File: config.mk
export PLATFORM = sky130hd
export DESIGN_NAME = usbsi_top
export DESIGN_NICKNAME = d
export VERILOG_FILES = /design/src/shared/usbsi_pkg.sv /design/src/shared/usbsi_blink_if.sv /design/src/hdl/usbsi_blink.sv /design/src/hdl/usbsi_top.sv
export SDC_FILE = /design/constraint.sdc
export NUM_CORES = 1
export LEC_CHECK = 0
export ABC_AREA = 1
export BUFFER_PORTS_ARGS = -buffer_cell sky130_fd_sc_hd__buf_2
export CORE_MARGIN = 5
export CORE_UTILIZATION = 52
export CTS_CLUSTER_DIAMETER = 60
export DETAILED_ROUTE_END_ITERATION = 10
export PLACE_DENSITY = 0.76
export SYNTH_ARGS = -nofsm -noshare
export SYNTH_HDL_FRONTEND = slang
export SYNTH_SLANG_ARGS = --single-unit
File: constraint.sdc
create_clock -name core_clk -period 1.4 [get_ports core_clk]
set_input_delay 0.28 -clock core_clk [delete_from_list [all_inputs] [get_ports core_clk]]
set_output_delay 0.28 -clock core_clk [all_outputs]
set_load 0.1 [all_outputs]
File: src/shared/usbsi_pkg.sv
// Function
// - Reset condition asserts status during bus reset
// - Suspend condition asserts status while suspended
// - Power condition asserts when current draw unsafe
// - Low-power descriptor: power condition means suspended
// - High-power: suspended or not yet configured
// - Register selects polarity and status conditions
// - Deassert when no selected condition holds
// - Reset default: active high, suspend only
// - Multi-function pins reset to pulled-up inputs
// - Receive indicator toggles ~10Hz only while receiving
// - Transmit indicator toggles ~10Hz only while transmitting
// - One pin switchable to half-duplex direction
// - One pin switchable to clock output
package usbsi_pkg;

  // Register byte offsets
  localparam logic [7:0] OFS_STAT_CFG  = 8'h00;
  localparam logic [7:0] OFS_MAX_POWER = 8'h04;
  localparam logic [7:0] OFS_USB_STATE = 8'h08;
  localparam logic [7:0] OFS_PIN_FUNC  = 8'h0c;
  localparam logic [7:0] OFS_GPIO_DIR  = 8'h10;
  localparam logic [7:0] OFS_GPIO_OUT  = 8'h14;
  localparam logic [7:0] OFS_GPIO_PULL = 8'h18;
  localparam logic [7:0] OFS_GPIO_IN   = 8'h1c;

  // Status config field positions
  localparam int CFG_POL_BIT   = 0;
  localparam int CFG_RESET_BIT = 1;
  localparam int CFG_SUSP_BIT  = 2;
  localparam int CFG_POWER_BIT = 3;

  // Pin indices within the 4-pin group (io6..io9)
  localparam int PIN_CLK = 0;
  localparam int PIN_DIR = 1;
  localparam int PIN_TXA = 2;
  localparam int PIN_RXA = 3;

  // Reset values
  localparam logic [3:0] RST_STAT_CFG  = 4'h5;
  localparam logic [7:0] RST_MAX_POWER = 8'h32;
  localparam logic [3:0] RST_PIN_FUNC  = 4'h0;
  localparam logic [3:0] RST_GPIO_DIR  = 4'h0;
  localparam logic [3:0] RST_GPIO_OUT  = 4'h0;
  localparam logic [3:0] RST_GPIO_PULL = 4'hf;

  // One unit load limit in 2 mA units
  localparam logic [7:0] UNIT_LOAD_LIMIT = 8'h32;

  // Activity indicator timing
  localparam int CLK_KHZ        = 100000;
  localparam int ACT_TOGGLE_MS  = 100;
  localparam int ACT_TOGGLE_CYC = ACT_TOGGLE_MS * CLK_KHZ;

  typedef enum logic [0:0]
  {
    BUS_IDLE = 1'b0,
    BUS_ACK  = 1'b1
  } usbsi_bus_t;

endpackage

File: src/shared/usbsi_blink_if.sv
interface usbsi_blink_if;
  logic busy;
  logic level;

  modport owner
  (
    output busy,
    input  level
  );

  modport blinker
  (
    input  busy,
    output level
  );
endinterface

File: src/hdl/usbsi_blink.sv
module usbsi_blink
  import usbsi_pkg::*;
#(
  parameter int TOGGLE_CYC = ACT_TOGGLE_CYC
)
(
  // Clock and reset
  input wire logic          core_clk,
  input wire logic          nrst,
  // Activity link
  usbsi_blink_if.blinker    act
);

  // Refused at elaboration: the counter needs two states
  if (TOGGLE_CYC < 2)
  begin
    $error("usbsi_blink: TOGGLE_CYC must be at least 2");
  end

  logic [31:0] cnt_r;
  logic        level_r;

  // Counter restarts when idle so every burst begins with a full interval
  always_ff @(posedge core_clk or negedge nrst)
  begin
    if (!nrst)
      cnt_r <= 32'h0;
    else if (!act.busy)
      cnt_r <= 32'h0;
    else if (cnt_r == 32'(TOGGLE_CYC - 1))
      cnt_r <= 32'h0;
    else
      cnt_r <= cnt_r + 32'h1;
  end

  always_ff @(posedge core_clk or negedge nrst)
  begin
    if (!nrst)
      level_r <= 1'b0;
    else if (act.busy && cnt_r == 32'(TOGGLE_CYC - 1))
      level_r <= ~level_r;
  end

  assign act.level = level_r;

endmodule

File: src/hdl/usbsi_top.sv
// The Avalon-MM slave port and the register offsets are this design's own decisions.
module usbsi_top
  import usbsi_pkg::*;
#(
  parameter int TOGGLE_CYC = ACT_TOGGLE_CYC
)
(
  // Clock and reset
  input  wire logic        core_clk,
  input  wire logic        nrst,
  // Avalon-MM slave
  input  wire logic [7:0]  avs_address,
  input  wire logic        avs_read,
  input  wire logic        avs_write,
  input  wire logic [31:0] avs_writedata,
  input  wire logic [3:0]  avs_byteenable,
  output logic      [31:0] avs_readdata,
  output logic             avs_waitrequest,
  // USB core state
  input  wire logic        usb_bus_reset,
  input  wire logic        usb_suspended,
  input  wire logic        usb_configured,
  // UART activity and alternate sources
  input  wire logic        uart_rx_busy,
  input  wire logic        uart_tx_busy,
  input  wire logic        uart_dir_ctl,
  input  wire logic        clk_pulse_src,
  // Status pin
  output logic             usb_status_out,
  // Multi-function pins io6..io9
  input  wire logic [3:0]  port_b_io_in,
  output logic      [3:0]  port_b_io_out,
  output logic      [3:0]  port_b_io_oe,
  output logic      [3:0]  port_b_io_pullup
);

  // Refused at elaboration: the blinkers need two states
  if (TOGGLE_CYC < 2)
  begin
    $error("usbsi_top: TOGGLE_CYC must be at least 2");
  end

  // Register state
  logic [3:0]  stat_cfg_r;
  logic [7:0]  max_power_r;
  logic [3:0]  pin_func_r;
  logic [3:0]  gpio_dir_r;
  logic [3:0]  gpio_out_r;
  logic [3:0]  gpio_pull_r;

  // Bus handshake
  usbsi_bus_t  bus_r;
  usbsi_bus_t  bus_nxt;
  logic [31:0] rdata_r;
  logic [31:0] rdata_nxt;
  logic        req;
  logic        wr_take;

  // Pin input synchroniser
  logic [3:0]  pin_meta_r;
  logic [3:0]  pin_sync_r;

  // Status path
  logic        power_unsafe;
  logic        cond_any;
  logic        status_r;

  // Activity indicators
  usbsi_blink_if rx_act ();
  usbsi_blink_if tx_act ();

  // Pin drive
  logic [3:0]  alt_val;
  logic [3:0]  pin_out_r;
  logic [3:0]  pin_oe_r;
  logic [3:0]  pin_pull_r;

  function automatic logic wr_hit(input logic [7:0] addr, input logic [7:0] ofs);
    wr_hit = addr == ofs;
  endfunction

  function automatic logic [31:0] zext4(input logic [3:0] v);
    zext4 = {28'h0, v};
  endfunction

  // One wait cycle: request seen, answered on the following edge
  assign req     = avs_read | avs_write;
  assign wr_take = avs_write && bus_r == BUS_ACK && avs_byteenable[0];

  always_comb
  begin
    bus_nxt = BUS_IDLE;
    case (bus_r)
      BUS_IDLE:
      begin
        if (req)
          bus_nxt = BUS_ACK;
      end
      BUS_ACK:
      begin
        bus_nxt = BUS_IDLE;
      end
      default:
      begin
        bus_nxt = BUS_IDLE;
      end
    endcase
  end

  always_ff @(posedge core_clk or negedge nrst)
  begin
    if (!nrst)
      bus_r <= BUS_IDLE;
    else
      bus_r <= bus_nxt;
  end

  assign avs_waitrequest = req && bus_r == BUS_IDLE;

  // Read mux; unmapped offsets read zero
  always_comb
  begin
    rdata_nxt = 32'h0;
    case (avs_address)
      OFS_STAT_CFG:
      begin
        rdata_nxt = zext4(stat_cfg_r);
      end
      OFS_MAX_POWER:
      begin
        rdata_nxt = {24'h0, max_power_r};
      end
      OFS_USB_STATE:
      begin
        rdata_nxt = zext4({status_r, usb_configured, usb_suspended, usb_bus_reset});
      end
      OFS_PIN_FUNC:
      begin
        rdata_nxt = zext4(pin_func_r);
      end
      OFS_GPIO_DIR:
      begin
        rdata_nxt = zext4(gpio_dir_r);
      end
      OFS_GPIO_OUT:
      begin
        rdata_nxt = zext4(gpio_out_r);
      end
      OFS_GPIO_PULL:
      begin
        rdata_nxt = zext4(gpio_pull_r);
      end
      OFS_GPIO_IN:
      begin
        rdata_nxt = zext4(pin_sync_r);
      end
      default:
      begin
        rdata_nxt = 32'h0;
      end
    endcase
  end

  // Captured in the wait cycle, so stable at the answering edge
  always_ff @(posedge core_clk or negedge nrst)
  begin
    if (!nrst)
      rdata_r <= 32'h0;
    else if (avs_read && bus_r == BUS_IDLE)
      rdata_r <= rdata_nxt;
  end

  assign avs_readdata = rdata_r;

  // Status configuration
  always_ff @(posedge core_clk or negedge nrst)
  begin
    if (!nrst)
      stat_cfg_r <= RST_STAT_CFG;
    else if (wr_take && wr_hit(avs_address, OFS_STAT_CFG))
      stat_cfg_r <= avs_writedata[3:0];
  end

  always_ff @(posedge core_clk or negedge nrst)
  begin
    if (!nrst)
      max_power_r <= RST_MAX_POWER;
    else if (wr_take && wr_hit(avs_address, OFS_MAX_POWER))
      max_power_r <= avs_writedata[7:0];
  end

  // Pin function and GPIO registers
  always_ff @(posedge core_clk or negedge nrst)
  begin
    if (!nrst)
      pin_func_r <= RST_PIN_FUNC;
    else if (wr_take && wr_hit(avs_address, OFS_PIN_FUNC))
      pin_func_r <= avs_writedata[3:0];
  end

  always_ff @(posedge core_clk or negedge nrst)
  begin
    if (!nrst)
      gpio_dir_r <= RST_GPIO_DIR;
    else if (wr_take && wr_hit(avs_address, OFS_GPIO_DIR))
      gpio_dir_r <= avs_writedata[3:0];
  end

  always_ff @(posedge core_clk or negedge nrst)
  begin
    if (!nrst)
      gpio_out_r <= RST_GPIO_OUT;
    else if (wr_take && wr_hit(avs_address, OFS_GPIO_OUT))
      gpio_out_r <= avs_writedata[3:0];
  end

  always_ff @(posedge core_clk or negedge nrst)
  begin
    if (!nrst)
      gpio_pull_r <= RST_GPIO_PULL;
    else if (wr_take && wr_hit(avs_address, OFS_GPIO_PULL))
      gpio_pull_r <= avs_writedata[3:0];
  end

  // Pins are asynchronous to core_clk
  always_ff @(posedge core_clk or negedge nrst)
  begin
    if (!nrst)
    begin
      pin_meta_r <= 4'h0;
      pin_sync_r <= 4'h0;
    end
    else
    begin
      pin_meta_r <= port_b_io_in;
      pin_sync_r <= pin_meta_r;
    end
  end

  // Power condition follows the descriptor's current request
  always_comb
  begin
    if (max_power_r > UNIT_LOAD_LIMIT)
      power_unsafe = usb_suspended | ~usb_configured;
    else
      power_unsafe = usb_suspended;
  end

  always_comb
  begin
    cond_any = 1'b0;
    if (stat_cfg_r[CFG_RESET_BIT] && usb_bus_reset)
      cond_any = 1'b1;
    if (stat_cfg_r[CFG_SUSP_BIT] && usb_suspended)
      cond_any = 1'b1;
    if (stat_cfg_r[CFG_POWER_BIT] && power_unsafe)
      cond_any = 1'b1;
  end

  // Registered so the pin never glitches while conditions settle
  always_ff @(posedge core_clk or negedge nrst)
  begin
    if (!nrst)
      status_r <= 1'b0;
    else
      status_r <= stat_cfg_r[CFG_POL_BIT] ? cond_any : ~cond_any;
  end

  assign usb_status_out = status_r;

  // Activity blinkers
  assign rx_act.busy = uart_rx_busy;
  assign tx_act.busy = uart_tx_busy;

  usbsi_blink #(
    .TOGGLE_CYC (TOGGLE_CYC)
  ) u_rx_blink (
    .core_clk (core_clk),
    .nrst     (nrst),
    .act      (rx_act.blinker)
  );

  usbsi_blink #(
    .TOGGLE_CYC (TOGGLE_CYC)
  ) u_tx_blink (
    .core_clk (core_clk),
    .nrst     (nrst),
    .act      (tx_act.blinker)
  );

  // Alternate function sources per pin
  always_comb
  begin
    alt_val          = 4'h0;
    alt_val[PIN_CLK] = clk_pulse_src;
    alt_val[PIN_DIR] = uart_dir_ctl;
    alt_val[PIN_TXA] = tx_act.level;
    alt_val[PIN_RXA] = rx_act.level;
  end

  // Alternate functions drive push-pull with pull-up released
  always_ff @(posedge core_clk or negedge nrst)
  begin
    if (!nrst)
    begin
      pin_out_r  <= 4'h0;
      pin_oe_r   <= 4'h0;
      pin_pull_r <= RST_GPIO_PULL;
    end
    else
    begin
      for (int i = 0; i < 4; i++)
      begin
        if (pin_func_r[i])
        begin
          pin_out_r[i]  <= alt_val[i];
          pin_oe_r[i]   <= 1'b1;
          pin_pull_r[i] <= 1'b0;
        end
        else
        begin
          pin_out_r[i]  <= gpio_out_r[i];
          pin_oe_r[i]   <= gpio_dir_r[i];
          pin_pull_r[i] <= gpio_pull_r[i] & ~gpio_dir_r[i];
        end
      end
    end
  end

  assign port_b_io_out    = pin_out_r;
  assign port_b_io_oe     = pin_oe_r;
  assign port_b_io_pullup = pin_pull_r;

endmodule

# ---- Word-level counts from Yosys, hierarchy flattened
# Index checks and enable logic that the tools add are counted.
dict set report totals {
  register_bits 148
  input_bits 59
  out_inout_bits 46
  word_cells 85
}
dict set report classes {
  addsub 2
  magnitude_cmp 1
  n_eq_ne 9
  muxes 24
  bitwise_logic 15
  n_reduce_logical 16
}
# op count
set op_table {}
lappend op_table {{32-bit two-way mux} 4}
lappend op_table {{32-bit by 1-bit adder with 32-bit output, second input constant} 2}
lappend op_table {{32-bit by 24-bit equality test with 1-bit output, second input constant} 2}
lappend op_table {{8-bit one-hot mux with 8 select lines} 1}
lappend op_table {{8-bit by 5-bit equality test with 1-bit output, second input constant} 4}
lappend op_table {{1-bit two-way mux} 18}
lappend op_table {{8-bit by 4-bit equality test with 1-bit output, second input constant} 2}
lappend op_table {{1-bit logical AND} 15}
lappend op_table {{1-bit NOT} 9}
lappend op_table {{8-bit by 3-bit equality test with 1-bit output, second input constant} 1}
lappend op_table {{8-bit by 6-bit greater-than comparator with 1-bit output, second input constant} 1}
lappend op_table {{8-bit logical NOT} 1}
lappend op_table {{1-bit bitwise AND} 4}
lappend op_table {{1-bit bitwise OR} 2}
lappend op_table {{1-bit one-hot mux with 2 select lines} 1}

# ---- Depth between registers and ports, before layout
# Gate-level depths: netlist of the first run.
dict set report logic_depth {
  ltp_word 7
  depth_mapped 10
  ltp_nobuf 10
}

# ---- Hierarchy
# From an unflattened synthesis of the first run, not the netlist that was laid out.
dict set report hier_totals {
  cells_unflattened 990
  hier_area_um2 7099.3
}
# mod n_inst cells_per_inst area_each_um2 seq_area_each_um2
set by_module_without_submodules {}
lappend by_module_without_submodules {usbsi_top 1 313 2763.9 1467.7}
lappend by_module_without_submodules {{usbsi_blink (u_tx_blink)} 1 338 2195.9 825.8}
lappend by_module_without_submodules {{usbsi_blink (u_rx_blink)} 1 339 2139.6 825.8}

# ---- Least setup slack after synthesis of the first run
# OpenSTA, ideal clock, no wires.
dict set report synth_path {
  path_type {register to output}
  start {register bus_r}
  end {output avs_waitrequest}
  arrival_ps 1666
  required_ps 1120
  path_slack_ps -546
  stages_incl_launch_ff 2
  path_buffers 0
  path_cell_list {dfrtp_1 -> nor2_1}
}
dict set report synth_via {
  elab_chain_cells 2
}
# element line_no
set synth_rtl {}
lappend synth_rtl {{start, declared} usbsi_top.sv:52} ;# usbsi_bus_t bus_r;
lappend synth_rtl {{start signal, assigned} usbsi_top.sv:115} ;# bus_r <= bus_nxt;
lappend synth_rtl {{1-bit NOT} usbsi_top.sv:118} ;# assign avs_waitrequest = req && bus_r == BUS_IDLE;
lappend synth_rtl {{1-bit logical AND} usbsi_top.sv:118}
lappend synth_rtl {{end, declared} usbsi_top.sv:18} ;# output logic avs_waitrequest,
# Every way passes these cells.

# ---- Final worst setup path of the first run
dict set report layout_path {
  start {register u_rx_blink.cnt_r[1]}
  end {register u_rx_blink.level_r, in the netlist u_rx_blink.act.level}
}
dict set report layout_via {
  elab_chain_cells 2
}
# element line_no
set layout_rtl {}
lappend layout_rtl {{start, declared} usbsi_blink.sv:20} ;# logic [31:0] cnt_r;
lappend layout_rtl {{start signal, assigned} usbsi_blink.sv:33} ;# cnt_r <= cnt_r + 32'h1;
lappend layout_rtl {{32-bit by 24-bit equality test with 1-bit output} usbsi_blink.sv:40} ;# else if (act.busy && cnt_r == 32'(TOGGLE_CYC - 1))
lappend layout_rtl {{1-bit logical AND} usbsi_blink.sv:40}
lappend layout_rtl {{end signal, assigned} usbsi_blink.sv:41} ;# level_r <= ~level_r;
lappend layout_rtl {{end, declared} usbsi_blink.sv:21} ;# logic level_r;
# Every way passes these cells.
# A chain may end at the register's enable or synchronous reset.

==> metrics, run 1 <==
status finished with violations; failing checks negative setup slack; Syn Area/Cell 7.37 sq um; Yosys top cell by area dfrtp_1; IO Pins 105; vias 6665; placed instance count 1206; CORE AREA 12700 sq um; ant diodes 0; PnR worst setup slack -153 ps; CP Max Fanout 5; fin cells 1277; top cells by area, synth dfrtp_1, nand2_1, nor2_1; GP Congestion 0.951; CTS buffer count 17; TritonCTS clock tree yes; FFs w/ async S/R, synth 100%; HP Class in -> reg; Wirelength per Cell 15.0 um; VDD IR max 0.569 mV; Power Dens Cells 992 nW/um^2; Clock Sink Count 124; worst skew pair latency 430 ps; Filler cells 874; placed wire-length estimate 12100 um; Post-Syn Area 6780 sq um; Crit Path Category reg -> reg; final core occ 72.8%; final setup fails 46; yosys warns 0; top_reg_cell synth dfrtp_1; fin nets 1153; CTS root buffer clkbuf_16; die height 124 um; fin crit share 111%; Place WS -172 ps; initial antenna violation count 0; library cells used by synthesis 32; WP data required 1720 ps; htree depth 4; Total GRT Usage 21.8%; vias per cell 5.22; vias in the first global route 6014; Worst-path clk slew 70 ps; pin count of the biggest net entering global routing 45; Hold Crit Depth 3; max-cap viol count 0; first-pass GRT wire length 27900 um; Area Growth Syn to Fin 36.6%; number of synthesized flops with an enable pin 0; starting density of the core 53.3%; Seq/Total Area, Yosys 46.0%; final slew viol count 0; setup TNS -3350 ps; share of the synthesized area in the top cell type 40.9%; Worst setup EP type register; Pleak 4.32 nW; Die W 124 um; ANT nets after route 0; #FFs+latches synth 124; initial drt markers 768; Fmax achieved 0.644 GHz; clock skew 10.6 ps; final hold vios 0; Startpoint Class register; CP Data Arrival Time 1880 ps; WL final 19200 um; Gate Count Post-Synth 921; clk buf depth 2; die area 15400 sq um; most common cell after layout, fill and taps aside nand2_1; DR pass1 iterations 6; share of layout cells above drive strength 1 33.0%; most frequent cells in the layout nand2_1, nor2_1, buf_4; # DRC 0; RSZ-0062 raised after global routing yes; Buffers on Ports 53; FF-to-FF path depth 8; crit path time final 1550 ps; global route overflow 0; row count 41
-- registers in the layout, summed over array words and instances (netlist names) --
| name | flops |
|---|---|
| u_rx_blink.cnt_r | 32 |
| u_tx_blink.cnt_r | 32 |
| avs_readdata | 8 |
| max_power_r | 8 |
| gpio_dir_r | 4 |
| gpio_out_r | 4 |
| gpio_pull_r | 4 |
| pin_func_r | 4 |
| pin_meta_r | 4 |
| pin_sync_r | 4 |
| port_b_io_oe | 4 |
| port_b_io_out | 4 |
| port_b_io_pullup | 4 |
| stat_cfg_r | 4 |
| bus_r | 1 |
| u_rx_blink.act.level | 1 |
| u_tx_blink.act.level | 1 |
| usb_status_out | 1 |
-- worst max-delay path, cell delays in order (launching register included) --
cell and delay [ps]:
dfrtp_1 440, ha_4 190, nand2_4 70, nor2_4 160
nand2_2 90, nor2_4 180, nand2_4 100, o21ai_2 140
nand2_1 70
-- metrics by stage --
stage / total power, mW / area [sq um] / hold WS [ps]
after floorplan: 4.40 / 6890 / -15.6
after global placement: 4.65 / 7810 / 202
after detailed placement: 4.66 / 7810 / 207
after CTS: 9.15 / 8650 / 60.5
after global routing: 9.45 / 9270 / 91.6
final: 9.19 / 9270 / 65.9
-- power breakdown --
group / switching, mW / internal, mW
Combinational: 0.729 / 0.226
Clock: 1.84 / 2.68
Sequential: 0.0498 / 3.66
Total: 2.62 / 6.57
-- final timing paths --
kind	slack (ps)	startpoint	endpoint
min in group asynchronous	310	nrst	u_tx_blink.cnt_r[1]
max in group asynchronous	490	nrst	max_power_r[5]
worst min-delay path	70	clk_pulse_src	port_b_io_out[0]
worst max register to register	-150	u_rx_blink.cnt_r[1]	u_rx_blink.act.level
worst min register to register	350	pin_meta_r[1]	pin_sync_r[1]
worst max-delay path	-150	u_rx_blink.cnt_r[1]	u_rx_blink.act.level
-- cells by family (layout without fill, tap and decap cells) --
group,after synthesis,count (layout),synth area share (%)
fa+ha+maj,2,2,0.369
compound gates,40,40,3.21
simple gates,594,594,37.3
buf+inv,124,285,8.39
flops,124,124,46.0
xor+xnor,36,36,4.65
other cells,1,24,0.0553
-- synth_stat cells, types with 2 or more instances --
cell type / number
nor2_2: 11
nand3_1: 64
nor2_1: 192
nand2_1: 272
buf_4: 25
or2_2: 4
xnor2_1: 10
o21ai_0: 22
nand2_2: 7
nand3_2: 2
nor3_1: 14
xor2_1: 26
nand4_1: 14
inv_2: 3
a21oi_1: 7
dfstp_2: 13
o21ai_1: 6
clkbuf_1: 3
buf_2: 2
dfrtp_1: 111
nand3b_1: 2
ha_1: 2
inv_1: 89
o21ai_2: 3
nor2_4: 10
-- layout make-up --
type	instances	area, sq um	share of cell area [%]
Multi-Input combinational cell	696	3650	39.3
Clock inverter	15	180	1.94
Timing Repair Buffer	161	1310	14.2
Inverter	92	345	3.73
Clock buffer	17	425	4.59
Tap cell	172	215	2.32
Sequential cell	124	3140	33.9
-- what timing repair did --
| action | in CTS | in global routing |
|---|---|---|
| buffers inserted | 8 | 30 |
| endpoints found under the setup margin | 65 | 91 |
| gates cloned | 0 | 0 |
| pin swaps | 13 | 49 |
| hold buffers | 5 | 0 |
| resized for setup | 45 | 130 |
| endpoints found under the hold margin | 22 | 0 |
-- metal layers --
| layer | track usage, % | routed length, um | vias to the layer above | part of all wire (%) |
|---|---|---|---|---|
| met5 | 0 | 0 | - | 0 |
| met1 | 28.8 | 8070 | 3120 | 42 |
| met4 | 10.2 | 758 | 0 | 3.9 |
| li1 | - | - | 3164 | - |
| met2 | 34.5 | 9140 | 311 | 48 |
| met3 | 4.46 | 1240 | 70 | 6.5 |
(Power assumes the default switching activity.)
==> run 2: changes to the inputs <==
--- a/config.mk
+++ b/config.mk
@@ -5,13 +5,12 @@
 export SDC_FILE = /design/constraint.sdc
 export NUM_CORES = 1
 export LEC_CHECK = 0
-export ABC_AREA = 1
 export BUFFER_PORTS_ARGS = -buffer_cell sky130_fd_sc_hd__buf_2
 export CORE_MARGIN = 5
-export CORE_UTILIZATION = 52
+export CORE_UTILIZATION = 50
 export CTS_CLUSTER_DIAMETER = 60
 export DETAILED_ROUTE_END_ITERATION = 10
-export PLACE_DENSITY = 0.76
+export PLACE_DENSITY = 0.75
 export SYNTH_ARGS = -nofsm -noshare
 export SYNTH_HDL_FRONTEND = slang
 export SYNTH_SLANG_ARGS = --single-unit
==> run 2 against run 1 <==
  * Clock power decreased by 9.5%
  * Clock-buffer cell count increased by 3
  * Register-to-register slack got worse by 360 ps
  * Utilization increased by 1.9 points
  * Clock skew increased by 1.8 ps
  * Fmax decreased by 19%
  * Wire length decreased by 9.8%
  * The run still ends with negative setup slack left
  * Die area decreased by 9.4%
  * Largest power group unchanged
  * Largest cell class is now flip-flops and latches
  * Critical endpoint is now u_tx_blink.cnt_r[7]
  * First-iteration DRC count decreased by 44%
  * Power decreased by 4.7%
  * Sequential power about the same
==> metrics, run 2 <==
Filler cells 680 (was 874); Wirelength per Cell 19.3 um (was 15.0 um); initial drt markers 428 (was 768); Area Growth Syn to Fin 46.4% (was 36.6%); post-synthesis mux area share 8.25% (was 0%); global route overflow 0 (unchanged); final setup fails 73 (was 46); Least-Margin Pin Slew 544 ps; CP Data Arrival Time 2220 ps (was 1880 ps); failing checks negative setup slack (unchanged); worst skew pair latency 430 ps (about the same); Power Dens Cells 1020 nW/um^2 (was 992 nW/um^2); largest registers u_rx_blink.cnt_r x32, u_tx_blink.cnt_r x32 (unchanged); Yosys top cell by area dfrtp_1 (unchanged); die area 14000 sq um (was 15400 sq um); Worst-path clk slew 60 ps (was 70 ps); clock skew 12.4 ps (was 10.6 ps); yosys warns 0 (unchanged); Post-synth top cells dfrtp_1, nor2_1, nand2_1 (was nand2_1, nor2_1, dfrtp_1); HP Class in -> reg (unchanged); fin crit share 137% (was 111%); initial antenna violation count 1 (was 0); WL final 17300 um (was 19200 um); most frequent cells in the layout buf_4, dfrtp_1, nand2_1 (was nand2_1, nor2_1, buf_4); vias in the first global route 5176 (was 6014); post-synthesis compound-gate area fraction 3.16% (was 3.21%); Startpoint Class register (unchanged); vias per cell 5.58 (was 5.22); simple-gate share of the synthesized area 21.0% (was 37.3%); largest family of logic cells by synthesized area simple AND/OR/NAND/NOR gates (unchanged); PnR Total Power 8.76 mW (was 9.19 mW); max-cap viol count 0 (unchanged); Buffers on Ports 53 (unchanged); starting density of the core 51.1% (was 53.3%); row count 39 (was 41); multi-input logic area 3010 sq um (was 3650 sq um); RSZ-0062 raised after global routing yes (unchanged); Place WS -430 ps (was -172 ps); Crit Path Category reg -> reg (unchanged); placed instance count 839 (was 1206); top_reg_cell synth dfrtp_1 (unchanged); CORE AREA 11500 sq um (was 12700 sq um); xor/xnor share of the synthesized area 8.82% (was 4.65%); pin count of the biggest net entering global routing 49 (was 45); crit path time final 1920 ps (was 1550 ps); final slew viol count 0 (unchanged); #FFs+latches synth 124 (unchanged); share of the synthesized area in the top cell type 47.4% (was 40.9%); CTS buffer count 17 (unchanged); Post-Syn Area 5860 sq um (was 6780 sq um); most common cell after layout, fill and taps aside buf_4 (was nand2_1); placed wire-length estimate 9990 um (was 12100 um); Gate Count Post-Synth 538 (was 921); GP Congestion 0.883 (was 0.951); Worst setup EP type register (unchanged); Die W 118 um (was 124 um); clk buf depth 2 (unchanged); Syn Area/Cell 10.9 sq um (was 7.37 sq um); fin cells 898 (was 1277); library cells used by synthesis 47 (was 32); CP Max Fanout 12 (was 5); IO Pins 105 (unchanged); Adder-Cell Fraction of Synth Area 0.427% (was 0.369%); Fmax achieved 0.522 GHz (was 0.644 GHz); DR pass1 iterations 5 (was 6); TritonCTS clock tree yes (unchanged); ANT nets after route 0 (unchanged); most frequent cell after synthesis dfrtp_1 (was nand2_1); vias 5013 (was 6665); fin nets 802 (was 1153); # DRC 0 (unchanged); htree depth 4 (unchanged); FFs w/ async S/R, synth 100% (unchanged); CTS root buffer clkbuf_16 (unchanged); final hold vios 0 (unchanged); Clock Sink Count 124 (unchanged); die height 118 um (was 124 um); Sequential Area 3120 sq um (was 3140 sq um); Slew HR 63.7%; share of layout cells above drive strength 1 48.3% (was 33.0%); top cells by area, synth dfrtp_1, dfstp_2, xor2_1 (was dfrtp_1, nand2_1, nor2_1); PnR worst setup slack -516 ps (was -153 ps); first-pass GRT wire length 25900 um (was 27900 um); VDD IR max 1.19 mV (was 0.569 mV); Total GRT Usage 23.3% (was 21.8%); Pleak 4.04 nW (was 4.32 nW); WP data required 1700 ps (was 1720 ps); number of synthesized flops with an enable pin 0 (unchanged); status finished with violations (unchanged); Seq/Total Area, Yosys 53.3% (was 46.0%)
[run 2: cell families after synthesis]
family                   Yosys count
AO/OA/AOI/OAI                     26
XOR/XNOR                          59
adder cells (fa/ha/maj)            2
buffers and inverters             49
flip-flops                       124
multiplexers                      36
other                              1
AND/OR/NAND/NOR                  241
[run 2: critical path, cell delays in order (launching register included)]
cell      delay, ps
dfrtp_1         350
ha_2            210
nand4_1         190
buf_4           210
nor4_2          370
nand2b_4        250
buf_8           150
nor2_1           50
[run 2: through the flow]
step                      utilization, %  instance area (sq um)  TNS, ps  hold WS (ps)
after floorplan                        -                   6060   -12120         -15.6
final                               74.8                   8570   -27730          84.7
after detailed placement            63.3                   7250   -24960           220
after global placement              63.3                   7250   -21190           213
after CTS                           71.9                   8240   -18670          74.5
after global routing                74.8                   8570   -31490          83.5
[run 2: final cells by class]
cell class / count / area share (%)
flip-flops and latches: 124 / 36.4
multi-input cells: 388 / 35.1
repair buffers: 197 / 19.4
clock buffers: 20 / 5.21
well taps: 143 / 2.09
clock inverters: 12 / 1.15
inverters: 13 / 0.569
diodes: 1 / 0.0292
[run 2: timing repair]
action	CTS	global route
setup buffers	13	5
pin swaps	23	18
gates resized for setup	77	57
setup endpoints to repair	97	90
cloned	2	2
hold endpoints to repair	24	0
hold buffers	5	0
[run 2: final timing paths]
kind                                startpoint                   to  slack [ps]  depth (start not counted)
setup / recovery           u_tx_blink.cnt_r[0]  u_tx_blink.cnt_r[7]        -520                          7
hold / removal                   clk_pulse_src     port_b_io_out[0]          80                          2
setup reg to reg           u_tx_blink.cnt_r[0]  u_tx_blink.cnt_r[7]        -520                          7
hold reg to reg                  pin_meta_r[3]        pin_sync_r[3]         350                          0
max in group asynchronous                 nrst        stat_cfg_r[0]         470                          3
min in group asynchronous                 nrst      port_b_io_oe[2]         310                          2
[run 2: metal layers]
layer	global-route usage (%)	part of all wire [%]
met1	27.1	37
met2	40.1	52
met3	6.11	6.0
met4	10.9	5.5
met5	0	0
[run 2: report_power, final]
group | total [mW] | switching [mW] | internal (mW)
sequential | 3.69 | 0.0390 | 3.65
combinational | 0.967 | 0.694 | 0.273
clock | 4.10 | 1.64 | 2.46
